## src/logic/fxq_pkg.sv

```systemverilog
// Shared constants, register map and mode enumerations of the fixed-point quantize and overflow unit.
package fxq_pkg;

   // Register port geometry.
   localparam int ADDR_W = 8;
   localparam int DATA_W = 32;

   // Register byte addresses.
   localparam logic [7:0] ADDR_CTRL = 8'h00;
   localparam logic [7:0] ADDR_FRAC = 8'h04;
   localparam logic [7:0] ADDR_OPA = 8'h08;
   localparam logic [7:0] ADDR_OPB = 8'h0c;
   localparam logic [7:0] ADDR_CMD = 8'h10;
   localparam logic [7:0] ADDR_RESULT = 8'h14;
   localparam logic [7:0] ADDR_STATUS = 8'h18;

   // Field widths shared by the format and mode fields.
   localparam int MODE_BITS = 3;
   localparam int FRAC_BITS = 5;
   localparam int OP_BITS = 2;

   // Control register field positions.
   localparam int QMODE_LSB = 0;
   localparam int OMODE_LSB = 3;
   localparam int NSAT_LSB = 6;
   localparam int DSIGN_BIT = 11;
   localparam int ASIGN_BIT = 12;
   localparam int BSIGN_BIT = 13;
   localparam int OP_LSB = 14;

   // Format register field positions, each a count of fraction bits.
   localparam int FA_LSB = 0;
   localparam int FB_LSB = 8;
   localparam int FD_LSB = 16;

   // Status register bit positions.
   localparam int DONE_BIT = 0;
   localparam int POVF_BIT = 1;
   localparam int NOVF_BIT = 2;
   localparam int INEXACT_BIT = 3;

   // Quantization modes for surplus low-order bits.
   typedef enum logic [2:0] {
      fxq_truncate_floor,
      fxq_truncate_toward_zero,
      fxq_round_half_up,
      fxq_round_half_toward_zero,
      fxq_round_half_down,
      fxq_round_half_away,
      fxq_round_half_even
   } fxq_qmode_e;

   // Overflow modes for surplus high-order bits.
   typedef enum logic [2:0] {
      fxq_modular_wrap,
      fxq_sign_magnitude_wrap,
      fxq_clamp_to_limits,
      fxq_clamp_to_zero,
      fxq_clamp_symmetric
   } fxq_omode_e;

   // Operations on the two source operands.
   typedef enum logic [1:0] {
      fxq_op_add,
      fxq_op_sub,
      fxq_op_pass
   } fxq_op_e;

   // Reset values of the configuration.
   localparam fxq_qmode_e QMODE_RESET = fxq_truncate_floor;
   localparam fxq_omode_e OMODE_RESET = fxq_modular_wrap;
   localparam logic [4:0] NSAT_RESET = 5'h00;
   localparam logic [4:0] FRAC_RESET = 5'h00;
   localparam fxq_op_e OP_RESET = fxq_op_pass;

endpackage

```

## src/logic/fxq_core.sv

```systemverilog
// Fixed-point convert unit: register port, operand alignment, quantize and overflow stages, stored result.
//
// Notes on behaviour
// - Binary points of both operands are aligned before add or subtract.
// - Too many integer bits: the chosen overflow mode gives the stored value.
// - Too many fraction bits: the chosen quantization mode drops them.
// - Values are signed or unsigned vectors with a set fraction width.
// - Round half up: nearest value, ties go toward plus infinity.
// - Round half toward zero: nearest value, ties go toward zero.
// - Round half down: nearest value, ties go toward minus infinity.
// - Round half away: ties move away from zero.
// - Round half even: nearest value, ties leave the kept low bit zero.
// - A tie is first dropped bit one and all lower dropped bits zero.
// - Truncate floor: drop bits, result moves toward minus infinity.
// - Truncate toward zero: floor for positives, negatives move toward zero.
// - Clamp to limits: overflow gives the largest or most negative value.
// - Clamp to zero: any overflow stores zero.
// - Clamp symmetric: positive gives max, negative gives minus max or zero.
// - Modular wrap, no saturated bits: high bits outside the range are dropped.
// - Modular wrap with a saturated bit count forces that many top bits to one.
// - Modular wrap with saturated bits keeps the original sign bit.
// - Sign-magnitude wrap: new sign is the lowest dropped bit.
// - Sign-magnitude wrap inverts the remaining bits when the sign changes.
// - Sign-magnitude wrap with saturated bits sets top bits, keeps the sign.
// - Default quantization mode is truncate floor.
// - Default overflow mode is modular wrap with zero saturated bits.
// - Quantize and overflow act only when the result is stored.
`timescale 1ns/1ns
module fxq_core #(
   parameter int W = 16
) (
   // Clock and reset
   input wire logic clk,
   input wire logic nrst,
   // Register port
   input wire logic [7:0] addr,
   input wire logic [31:0] wdata,
   input wire logic wr,
   input wire logic rd,
   output logic [31:0] rdata,
   // Stored result
   output logic [W-1:0] result,
   output logic done
);

   localparam int XW = 2 * W + 2;

   fxq_pkg::fxq_qmode_e qmode_q;
   fxq_pkg::fxq_omode_e omode_q;
   fxq_pkg::fxq_op_e op_q;
   logic [4:0] nsat_q;
   logic dsign_q;
   logic asign_q;
   logic bsign_q;
   logic [4:0] fa_q;
   logic [4:0] fb_q;
   logic [4:0] fd_q;
   logic [W-1:0] opa_q;
   logic [W-1:0] opb_q;
   logic go_q;
   logic [W-1:0] result_q;
   logic done_q;
   logic povf_q;
   logic novf_q;
   logic inexact_q;
   logic [31:0] rdata_q;
   logic [XW-1:0] a_w;
   logic [XW-1:0] b_w;
   logic [XW-1:0] x_w;
   logic [4:0] r_w;
   logic [XW-1:0] q_w;
   logic q_inc;
   logic q_tie;
   logic q_inexact;
   logic [W-1:0] y_w;
   logic povf_w;
   logic novf_w;

   // Limit a fraction count to the operand width.
   function automatic logic [4:0] clamp_frac(input logic [4:0] f);
      return (f > 5'(W)) ? 5'(W) : f;
   endfunction

   // Extend an operand and shift it so that its binary point sits W bits up in the wide format.
   function automatic logic [XW-1:0] align(input logic [W-1:0] v, input logic sgn, input logic [4:0] f);
      logic [XW-1:0] ext;
      ext = {{(XW-W){sgn & v[W-1]}}, v};
      return ext << (5'(W) - clamp_frac(f));
   endfunction

   // Mode and format configuration, written through the control register.
   always_ff @(posedge clk or negedge nrst) begin
      if (!nrst) begin
         qmode_q <= fxq_pkg::QMODE_RESET;
         omode_q <= fxq_pkg::OMODE_RESET;
         nsat_q <= fxq_pkg::NSAT_RESET;
         op_q <= fxq_pkg::OP_RESET;
         dsign_q <= 1'b1;
         asign_q <= 1'b1;
         bsign_q <= 1'b1;
      end else if (wr && addr == fxq_pkg::ADDR_CTRL) begin
         qmode_q <= fxq_pkg::fxq_qmode_e'(wdata[fxq_pkg::QMODE_LSB +: fxq_pkg::MODE_BITS]);
         omode_q <= fxq_pkg::fxq_omode_e'(wdata[fxq_pkg::OMODE_LSB +: fxq_pkg::MODE_BITS]);
         nsat_q <= wdata[fxq_pkg::NSAT_LSB +: fxq_pkg::FRAC_BITS];
         op_q <= fxq_pkg::fxq_op_e'(wdata[fxq_pkg::OP_LSB +: fxq_pkg::OP_BITS]);
         dsign_q <= wdata[fxq_pkg::DSIGN_BIT];
         asign_q <= wdata[fxq_pkg::ASIGN_BIT];
         bsign_q <= wdata[fxq_pkg::BSIGN_BIT];
      end
   end

   // Fraction widths of the two sources and the destination.
   always_ff @(posedge clk or negedge nrst) begin
      if (!nrst) begin
         fa_q <= fxq_pkg::FRAC_RESET;
         fb_q <= fxq_pkg::FRAC_RESET;
         fd_q <= fxq_pkg::FRAC_RESET;
      end else if (wr && addr == fxq_pkg::ADDR_FRAC) begin
         fa_q <= wdata[fxq_pkg::FA_LSB +: fxq_pkg::FRAC_BITS];
         fb_q <= wdata[fxq_pkg::FB_LSB +: fxq_pkg::FRAC_BITS];
         fd_q <= wdata[fxq_pkg::FD_LSB +: fxq_pkg::FRAC_BITS];
      end
   end

   // Operand registers.
   always_ff @(posedge clk or negedge nrst) begin
      if (!nrst) begin
         opa_q <= {W{1'b0}};
         opb_q <= {W{1'b0}};
      end else begin
         if (wr && addr == fxq_pkg::ADDR_OPA) begin
            opa_q <= wdata[W-1:0];
         end
         if (wr && addr == fxq_pkg::ADDR_OPB) begin
            opb_q <= wdata[W-1:0];
         end
      end
   end

   // A command write launches one conversion in the following cycle.
   always_ff @(posedge clk or negedge nrst) begin
      if (!nrst) begin
         go_q <= 1'b0;
      end else begin
         go_q <= wr && addr == fxq_pkg::ADDR_CMD;
      end
   end

   // Full-precision arithmetic; the wide format has room for any sum, so nothing is lost here.
   always_comb begin
      a_w = align(opa_q, asign_q, fa_q);
      b_w = align(opb_q, bsign_q, fb_q);
      case (op_q)
         fxq_pkg::fxq_op_add: x_w = a_w + b_w;
         fxq_pkg::fxq_op_sub: x_w = a_w - b_w;
         fxq_pkg::fxq_op_pass: x_w = a_w;
         default: x_w = a_w;
      endcase
      r_w = 5'(W) - clamp_frac(fd_q);
   end

   // Low-order bits are settled first.
   fxq_quant #(
      .W(W),
      .XW(XW)
   ) u_quant (
      .x(x_w),
      .r(r_w),
      .qmode(qmode_q),
      .q(q_w),
      .inc(q_inc),
      .tie(q_tie),
      .inexact(q_inexact)
   );

   // The rounded value feeds the range check, so a rounding carry out of range is caught.
   fxq_ovf #(
      .W(W),
      .XW(XW)
   ) u_ovf (
      .q(q_w),
      .omode(omode_q),
      .nsat(nsat_q),
      .dsign(dsign_q),
      .y(y_w),
      .pos_ovf(povf_w),
      .neg_ovf(novf_w)
   );

   // The fitted value is stored only on a launch; intermediate sums are never rounded.
   always_ff @(posedge clk or negedge nrst) begin
      if (!nrst) begin
         result_q <= {W{1'b0}};
         povf_q <= 1'b0;
         novf_q <= 1'b0;
         inexact_q <= 1'b0;
      end else if (go_q) begin
         result_q <= y_w;
         povf_q <= povf_w;
         novf_q <= novf_w;
         inexact_q <= q_inexact;
      end
   end

   // Done is sticky; a launch completing in the cycle of a status read wins over the clear.
   always_ff @(posedge clk or negedge nrst) begin
      if (!nrst) begin
         done_q <= 1'b0;
      end else if (go_q) begin
         done_q <= 1'b1;
      end else if (rd && addr == fxq_pkg::ADDR_STATUS) begin
         done_q <= 1'b0;
      end
   end

   // Read data for the cycle after the strobe; unmapped and write-only addresses read zero.
   always_ff @(posedge clk or negedge nrst) begin
      if (!nrst) begin
         rdata_q <= 32'h0000_0000;
      end else if (rd) begin
         case (addr)
            fxq_pkg::ADDR_CTRL: begin
               rdata_q <= 32'h0000_0000;
               rdata_q[fxq_pkg::QMODE_LSB +: fxq_pkg::MODE_BITS] <= qmode_q;
               rdata_q[fxq_pkg::OMODE_LSB +: fxq_pkg::MODE_BITS] <= omode_q;
               rdata_q[fxq_pkg::NSAT_LSB +: fxq_pkg::FRAC_BITS] <= nsat_q;
               rdata_q[fxq_pkg::DSIGN_BIT] <= dsign_q;
               rdata_q[fxq_pkg::ASIGN_BIT] <= asign_q;
               rdata_q[fxq_pkg::BSIGN_BIT] <= bsign_q;
               rdata_q[fxq_pkg::OP_LSB +: fxq_pkg::OP_BITS] <= op_q;
            end
            fxq_pkg::ADDR_FRAC: begin
               rdata_q <= 32'h0000_0000;
               rdata_q[fxq_pkg::FA_LSB +: fxq_pkg::FRAC_BITS] <= fa_q;
               rdata_q[fxq_pkg::FB_LSB +: fxq_pkg::FRAC_BITS] <= fb_q;
               rdata_q[fxq_pkg::FD_LSB +: fxq_pkg::FRAC_BITS] <= fd_q;
            end
            fxq_pkg::ADDR_OPA: rdata_q <= {{(32-W){1'b0}}, opa_q};
            fxq_pkg::ADDR_OPB: rdata_q <= {{(32-W){1'b0}}, opb_q};
            fxq_pkg::ADDR_RESULT: rdata_q <= {{(32-W){1'b0}}, result_q};
            fxq_pkg::ADDR_STATUS: begin
               rdata_q <= 32'h0000_0000;
               rdata_q[fxq_pkg::DONE_BIT] <= done_q;
               rdata_q[fxq_pkg::POVF_BIT] <= povf_q;
               rdata_q[fxq_pkg::NOVF_BIT] <= novf_q;
               rdata_q[fxq_pkg::INEXACT_BIT] <= inexact_q;
            end
            default: rdata_q <= 32'h0000_0000;
         endcase
      end else begin
         rdata_q <= 32'h0000_0000;
      end
   end

   // Outputs come straight from their flip-flops.
   assign rdata = rdata_q;
   assign result = result_q;
   assign done = done_q;
endmodule

```

## src/logic/fxq_ovf.sv

```systemverilog
// Overflow stage that fits the quantized value into the destination width.
`timescale 1ns/1ns
module fxq_ovf #(
   parameter int W = 16,
   parameter int XW = 34
) (
   // Quantized value and overflow configuration
   input wire logic [XW-1:0] q,
   input wire fxq_pkg::fxq_omode_e omode,
   input wire logic [4:0] nsat,
   input wire logic dsign,
   // Stored value and range flags
   output logic [W-1:0] y,
   output logic pos_ovf,
   output logic neg_ovf
);

   logic [W-1:0] maxv;
   logic [W-1:0] minv;
   logic [W-1:0] symv;
   logic [W-1:0] nmask;
   logic [W-1:0] wrapv;
   logic [W-1:0] smv;
   logic [4:0] nc;
   logic ovf;

   // Range check on the full quantized value, then the mode picks the stored pattern.
   always_comb begin
      if (dsign) begin
         pos_ovf = ~q[XW-1] & (|q[XW-2:W-1]);
         neg_ovf = q[XW-1] & ~(&q[XW-2:W-1]);
         maxv = {1'b0, {(W-1){1'b1}}};
         minv = {1'b1, {(W-1){1'b0}}};
         symv = {1'b1, {(W-2){1'b0}}, 1'b1};
      end else begin
         pos_ovf = ~q[XW-1] & (|q[XW-2:W]);
         neg_ovf = q[XW-1];
         maxv = {W{1'b1}};
         minv = {W{1'b0}};
         symv = {W{1'b0}};
      end
      ovf = pos_ovf | neg_ovf;
      nc = (nsat > 5'(W)) ? 5'(W) : nsat;
      nmask = ~({W{1'b1}} >> nc);
      // Plain wrap keeps the low bits only.
      wrapv = q[W-1:0];
      if (ovf && nc != 5'h00) begin
         wrapv = wrapv | nmask;
         if (dsign) begin
            wrapv[W-1] = q[XW-1];
         end
      end
      // In range, the lowest dropped bit equals the top kept bit, so this path is the identity there.
      smv = {q[W], q[W] != q[W-1] ? ~q[W-2:0] : q[W-2:0]};
      if (ovf && nc != 5'h00) begin
         smv = smv | nmask;
         smv[W-1] = q[XW-1];
      end
      if (!dsign) begin
         smv = wrapv;
      end
      case (omode)
         fxq_pkg::fxq_clamp_to_limits: y = pos_ovf ? maxv : (neg_ovf ? minv : q[W-1:0]);
         fxq_pkg::fxq_clamp_to_zero: y = ovf ? {W{1'b0}} : q[W-1:0];
         fxq_pkg::fxq_clamp_symmetric: y = pos_ovf ? maxv : (neg_ovf ? symv : q[W-1:0]);
         fxq_pkg::fxq_sign_magnitude_wrap: y = smv;
         fxq_pkg::fxq_modular_wrap: y = wrapv;
         default: y = wrapv;
      endcase
   end

endmodule

```

## src/logic/fxq_quant.sv

```systemverilog
// Quantizer that removes surplus low-order bits of the aligned value.
`timescale 1ns/1ns
module fxq_quant #(
   parameter int W = 16,
   parameter int XW = 34
) (
   // Aligned value and count of low bits to drop
   input wire logic [XW-1:0] x,
   input wire logic [4:0] r,
   input wire fxq_pkg::fxq_qmode_e qmode,
   // Quantized value in destination units and flags
   output logic [XW-1:0] q,
   output logic inc,
   output logic tie,
   output logic inexact
);

   logic [XW-1:0] mask;
   logic [XW-1:0] t;
   logic half;
   logic sticky;
   logic neg;

   // Floor shift, then one increment chosen by the mode; the shift alone is the floor, so every mode is a +0/+1.
   always_comb begin
      mask = ~({XW{1'b1}} << r);
      t = XW'($signed(x) >>> r);
      half = (r != 5'h00) ? x[r - 5'h01] : 1'b0;
      sticky = |(x & (mask >> 1));
      tie = half & ~sticky;
      inexact = |(x & mask);
      neg = x[XW-1];
      case (qmode)
         fxq_pkg::fxq_round_half_up: inc = half;
         fxq_pkg::fxq_round_half_toward_zero: inc = half & (sticky | neg);
         fxq_pkg::fxq_round_half_down: inc = half & sticky;
         fxq_pkg::fxq_round_half_away: inc = half & (sticky | ~neg);
         fxq_pkg::fxq_round_half_even: inc = half & (sticky | t[0]);
         fxq_pkg::fxq_truncate_toward_zero: inc = neg & inexact;
         fxq_pkg::fxq_truncate_floor: inc = 1'b0;
         default: inc = 1'b0;
      endcase
      q = t + {{(XW-1){1'b0}}, inc};
   end

endmodule

```

## config.mk

```make
export PLATFORM = sky130hd
export DESIGN_NAME = fxq_core
export DESIGN_NICKNAME = d
export VERILOG_FILES = /design/src/logic/fxq_pkg.sv /design/src/logic/fxq_core.sv /design/src/logic/fxq_ovf.sv /design/src/logic/fxq_quant.sv
export SDC_FILE = /design/constraint.sdc
export NUM_CORES = 1
export LEC_CHECK = 0
export ABC_AREA = 1
export BUFFER_PORTS_ARGS = -buffer_cell sky130_fd_sc_hd__buf_2
export CELL_PAD_IN_SITES_DETAIL_PLACEMENT = 1
export CELL_PAD_IN_SITES_GLOBAL_PLACEMENT = 1
export CORE_MARGIN = 2
export CORE_UTILIZATION = 47
export CTS_CLUSTER_SIZE = 16
export DETAILED_ROUTE_END_ITERATION = 10
export PLACE_DENSITY = 0.89
export SLEW_MARGIN = 10
export SYNTH_ARGS = -nofsm -noshare
export SYNTH_HDL_FRONTEND = slang
export SYNTH_SLANG_ARGS = --single-unit
```

## constraint.sdc

```tcl
create_clock -name clk -period 15.6 [get_ports clk]
set_clock_uncertainty 0.05 [all_clocks]
set_input_delay 1.56 -clock clk [delete_from_list [all_inputs] [get_ports clk]]
set_output_delay 1.56 -clock clk [all_outputs]
set_load 0.02 [all_outputs]
```

==> metrics.cfg <==
[min_path]
min_from = result[1]$_DFFE_PN0P_
hold_class = flip-flop to flip-flop
whs_path_depth = 2
min_to = result[1]$_DFFE_PN0P_

[cells_and_area]
final_cell_mix = nand2_1, nand3_1, inv_1
num_antenna_cells = 0
post-route-util_pct = 49.8
layout_commonest_cell = nand2_1
fillers = 4749
multi_input_area_um2 = 10900
nets = 2805
syn_to_final_growth_pct = 5.32
regArea_um2 = 2630
drive_gt1_share_pct = 8.81
final_area_um2 = 16100

[floorplan]
die_area_um2 = 34000
io_pins = 93
dieHeight_um = 184
core_area_um2 = 32300
start_util_pct = 47.3
die_x_um = 184
num_rows = 66

[worst_setup_path]
slowest_delay_ns = 0.92
crit_type = flip-flop to flip-flop
r2r_cells = 77
crit_fanout = 28
start_kind = flip-flop
path_buf_inv = 11
crit_family = simple AND/OR/NAND/NOR gates
end_kind = flip-flop
crit_required_ns = 15.80
reg2reg_to = result[4]$_DFFE_PN0P_
crit_arrival_ns = 13.89
reg2reg_slack_ns = 1.91
cp_slowest_cell = ha_1
critical_path.most_common_cell = nand2_1
r2r-start = fb_q[1]$_DFFE_PN0P_

[clocking]
cts_setup_buffers = 0
cts_tree = built
cts_resized = 0
clock-sinks = 105
root_buffer = clkbuf_16
clkTransAtPathRegs_ns = 0.08
cts_made_buffers = 9
holdBufCountCts = 0
cts_buffer_depth = 2
htree_levels = 3
clk_latency_ns = 0.36

[logic_synthesis]
ys_types = 63
synthCells = 2729
synth-seq-cells = 105
yosysSeqAreaShare_pct = 17.2
yosys_warnings = 0
syn_area_um2 = 15300
syn_area_per_cell_um2 = 5.60

[placement]
portBuffers = 70
dp_hpwl_um = 51100
gp_congestion = 1.03
place_area_um2 = 15800
dp_slack_ns = 2.15

[routing]
wl_met3_um = 4130
finalWirelength_um = 63900
drt-initial-drc-count = 1719
drc = 0
viasPerCell = 5.99
dr.pass1.iters = 5
wl_per_cell_um = 20.2
final_antenna_net_count = 0
vias = 19000
route.met2.wl_um = 29500
top_layer = met5
wl_met1_um = 28000

[grt]
grt_first_pass_wirelength_um = 101000
grt_start_max_net_pins = 62
grt_pass1_vias = 18800
grt_usage_pct = 37.3
grt_antenna_before_repair = 1
grt_overflow = 0

[sta]
fin_crit_ns = 13.69
worst_pin_slew_ns = 1.22
setup_viol = 0
rsz0062_at_grt = false
finalCritPeriodShare_pct = 87.7
setup_tns_ns = 0
drv_slew = 0
setup_ws_ns = 1.91
finalHoldViolCount = 0
fmax_mhz = 73.1
timing.slew.headroom_pct = 18.4

[power_and_ir_drop]
p_clk_share_pct = 7.5
combPwrFrac_pct = 82.7
pwr-share-seq_pct = 9.8
intPower_mw = 1.12
ir_worst_vdd_mv = 0.0816
power_density_nw_per_um2 = 191
total_power_mw = 3.07
power.leakage_nw = 8.29
netSwitchingFraction_pct = 63.5
power_switching_mw = 1.95

[outcome]
status = completed

[flow_run]
maxCapViolations = 0

[power groups by stage]
stage,sequential (mW),combinational (mW),clock (mW)
after detailed placement,0.306,2.46,0
after global routing,0.302,2.80,0.241
after floorplan,0.302,1.76,0
after CTS,0.301,2.48,0.231
after global placement,0.305,2.38,0
final,0.302,2.53,0.230
[cells in the mapped netlist, drive strengths merged]
| cell | instances | area, um2 |
|---|---|---|
| buf | 63 | 379 |
| nand2 | 888 | 3440 |
| o221ai | 4 | 35.0 |
| nand3b | 5 | 37.5 |
| a31oi | 25 | 156 |
| o31ai | 3 | 22.5 |
| o21a | 5 | 37.5 |
| o211ai | 7 | 52.6 |
| ha | 42 | 526 |
| nand4 | 10 | 68.8 |
| o2111ai | 8 | 70.1 |
| o221a | 1 | 11.3 |
| a21boi | 3 | 22.5 |
| o21ai | 257 | 1290 |
| nor4 | 7 | 43.8 |
| a211oi | 4 | 30.0 |
| a2111oi | 1 | 8.76 |
| nor2 | 251 | 1010 |
| a221oi | 11 | 96.3 |
| clkinv | 4 | 16.3 |
| or4 | 1 | 7.51 |
| or2 | 15 | 93.8 |
| a22oi | 3 | 22.5 |
| a221o | 1 | 10.0 |
| a21o | 3 | 22.5 |
| a311oi | 3 | 26.3 |
| o22ai | 23 | 144 |
| a41oi | 3 | 26.3 |
| mux2i | 4 | 40.0 |
| inv | 305 | 1150 |
| dfstp | 4 | 105 |
| a22o | 1 | 8.76 |
| a21oi | 113 | 629 |
| a32o | 2 | 20.0 |
| o311ai | 1 | 8.76 |
| conb | 1 | 3.75 |
| clkbuf | 60 | 225 |
| nand3 | 369 | 1930 |
| fa | 1 | 20.0 |
| xnor2 | 21 | 184 |
| xor2 | 63 | 552 |
| nor3 | 26 | 130 |
| dfrtp | 101 | 2530 |
| o21bai | 6 | 45.0 |
[per-stage QoR]
| step | hold WS (ns) | std cells |
|---|---|---|
| 3_3_place_gp | 0.424 | 3149 |
| 5_1_grt | 0.493 | 3165 |
| 6_report | 0.465 | 3165 |
| 4_1_cts | 0.463 | 3165 |
| 3_5_place_dp | 0.444 | 3149 |
| 2_1_floorplan | 0.404 | 2739 |
[tightest hold or removal path: stages (launching register included)]
cell and delay [ns]:
dfrtp_1 0.37, nand2_1 0.06, nand2_1 0.05
[layout make-up]
type	instances	share of cell area (%)
flip-flops and latches	105	16.4
clock buffers	9	1.40
clock inverters	7	0.404
inverters	309	7.23
well taps	442	3.44
repair buffers	91	3.17
multi-input cells	2202	68.0
[kinds of logic after synthesis]
family / count (synthesis) / synth area share, %
compound gates: 488 / 18.3
xor+xnor: 84 / 4.81
fa+ha+maj: 43 / 3.57
buf+inv: 432 / 11.6
flops: 105 / 17.2
mux: 4 / 0.262
other cells: 1 / 0.0245
simple gates: 1572 / 44.3
[worst max path at each step]
| stage | from | to | slack (ns) | cells after the start |
|---|---|---|---|---|
| floorplan | fb_q[0]$_DFFE_PN0P_ | result[15]$_DFFE_PN0P_ | 6.07 | 80 |
| global placement | fb_q[1]$_DFFE_PN0P_ | result[3]$_DFFE_PN0P_ | 2.90 | 77 |
| detailed placement | fb_q[1]$_DFFE_PN0P_ | result[6]$_DFFE_PN0P_ | 2.15 | 77 |
| CTS | fb_q[1]$_DFFE_PN0P_ | result[6]$_DFFE_PN0P_ | 2.09 | 77 |
| global route | fb_q[1]$_DFFE_PN0P_ | result[6]$_DFFE_PN0P_ | 0.66 | 77 |
| finish | fb_q[1]$_DFFE_PN0P_ | result[4]$_DFFE_PN0P_ | 1.91 | 77 |
[registers in the layout, summed over array words and instances (netlist names), 2 cells and up]
| register | cells |
|---|---|
| fb_q | 5 |
| qmode_q | 3 |
| fd_q | 5 |
| nsat_q | 5 |
| omode_q | 3 |
| op_q | 2 |
| result | 16 |
| rdata | 21 |
| opa_q | 16 |
| opb_q | 16 |
| fa_q | 5 |
[routing by layer]
layer / vias to the layer above / GRT usage (%)
met5: - / 0
met4: 2 / 13.3
met3: 161 / 4.15
met2: 727 / 61.9
met1: 9180 / 50.2
li1: 8897 / -
Power figures use the tool's default switching activity.
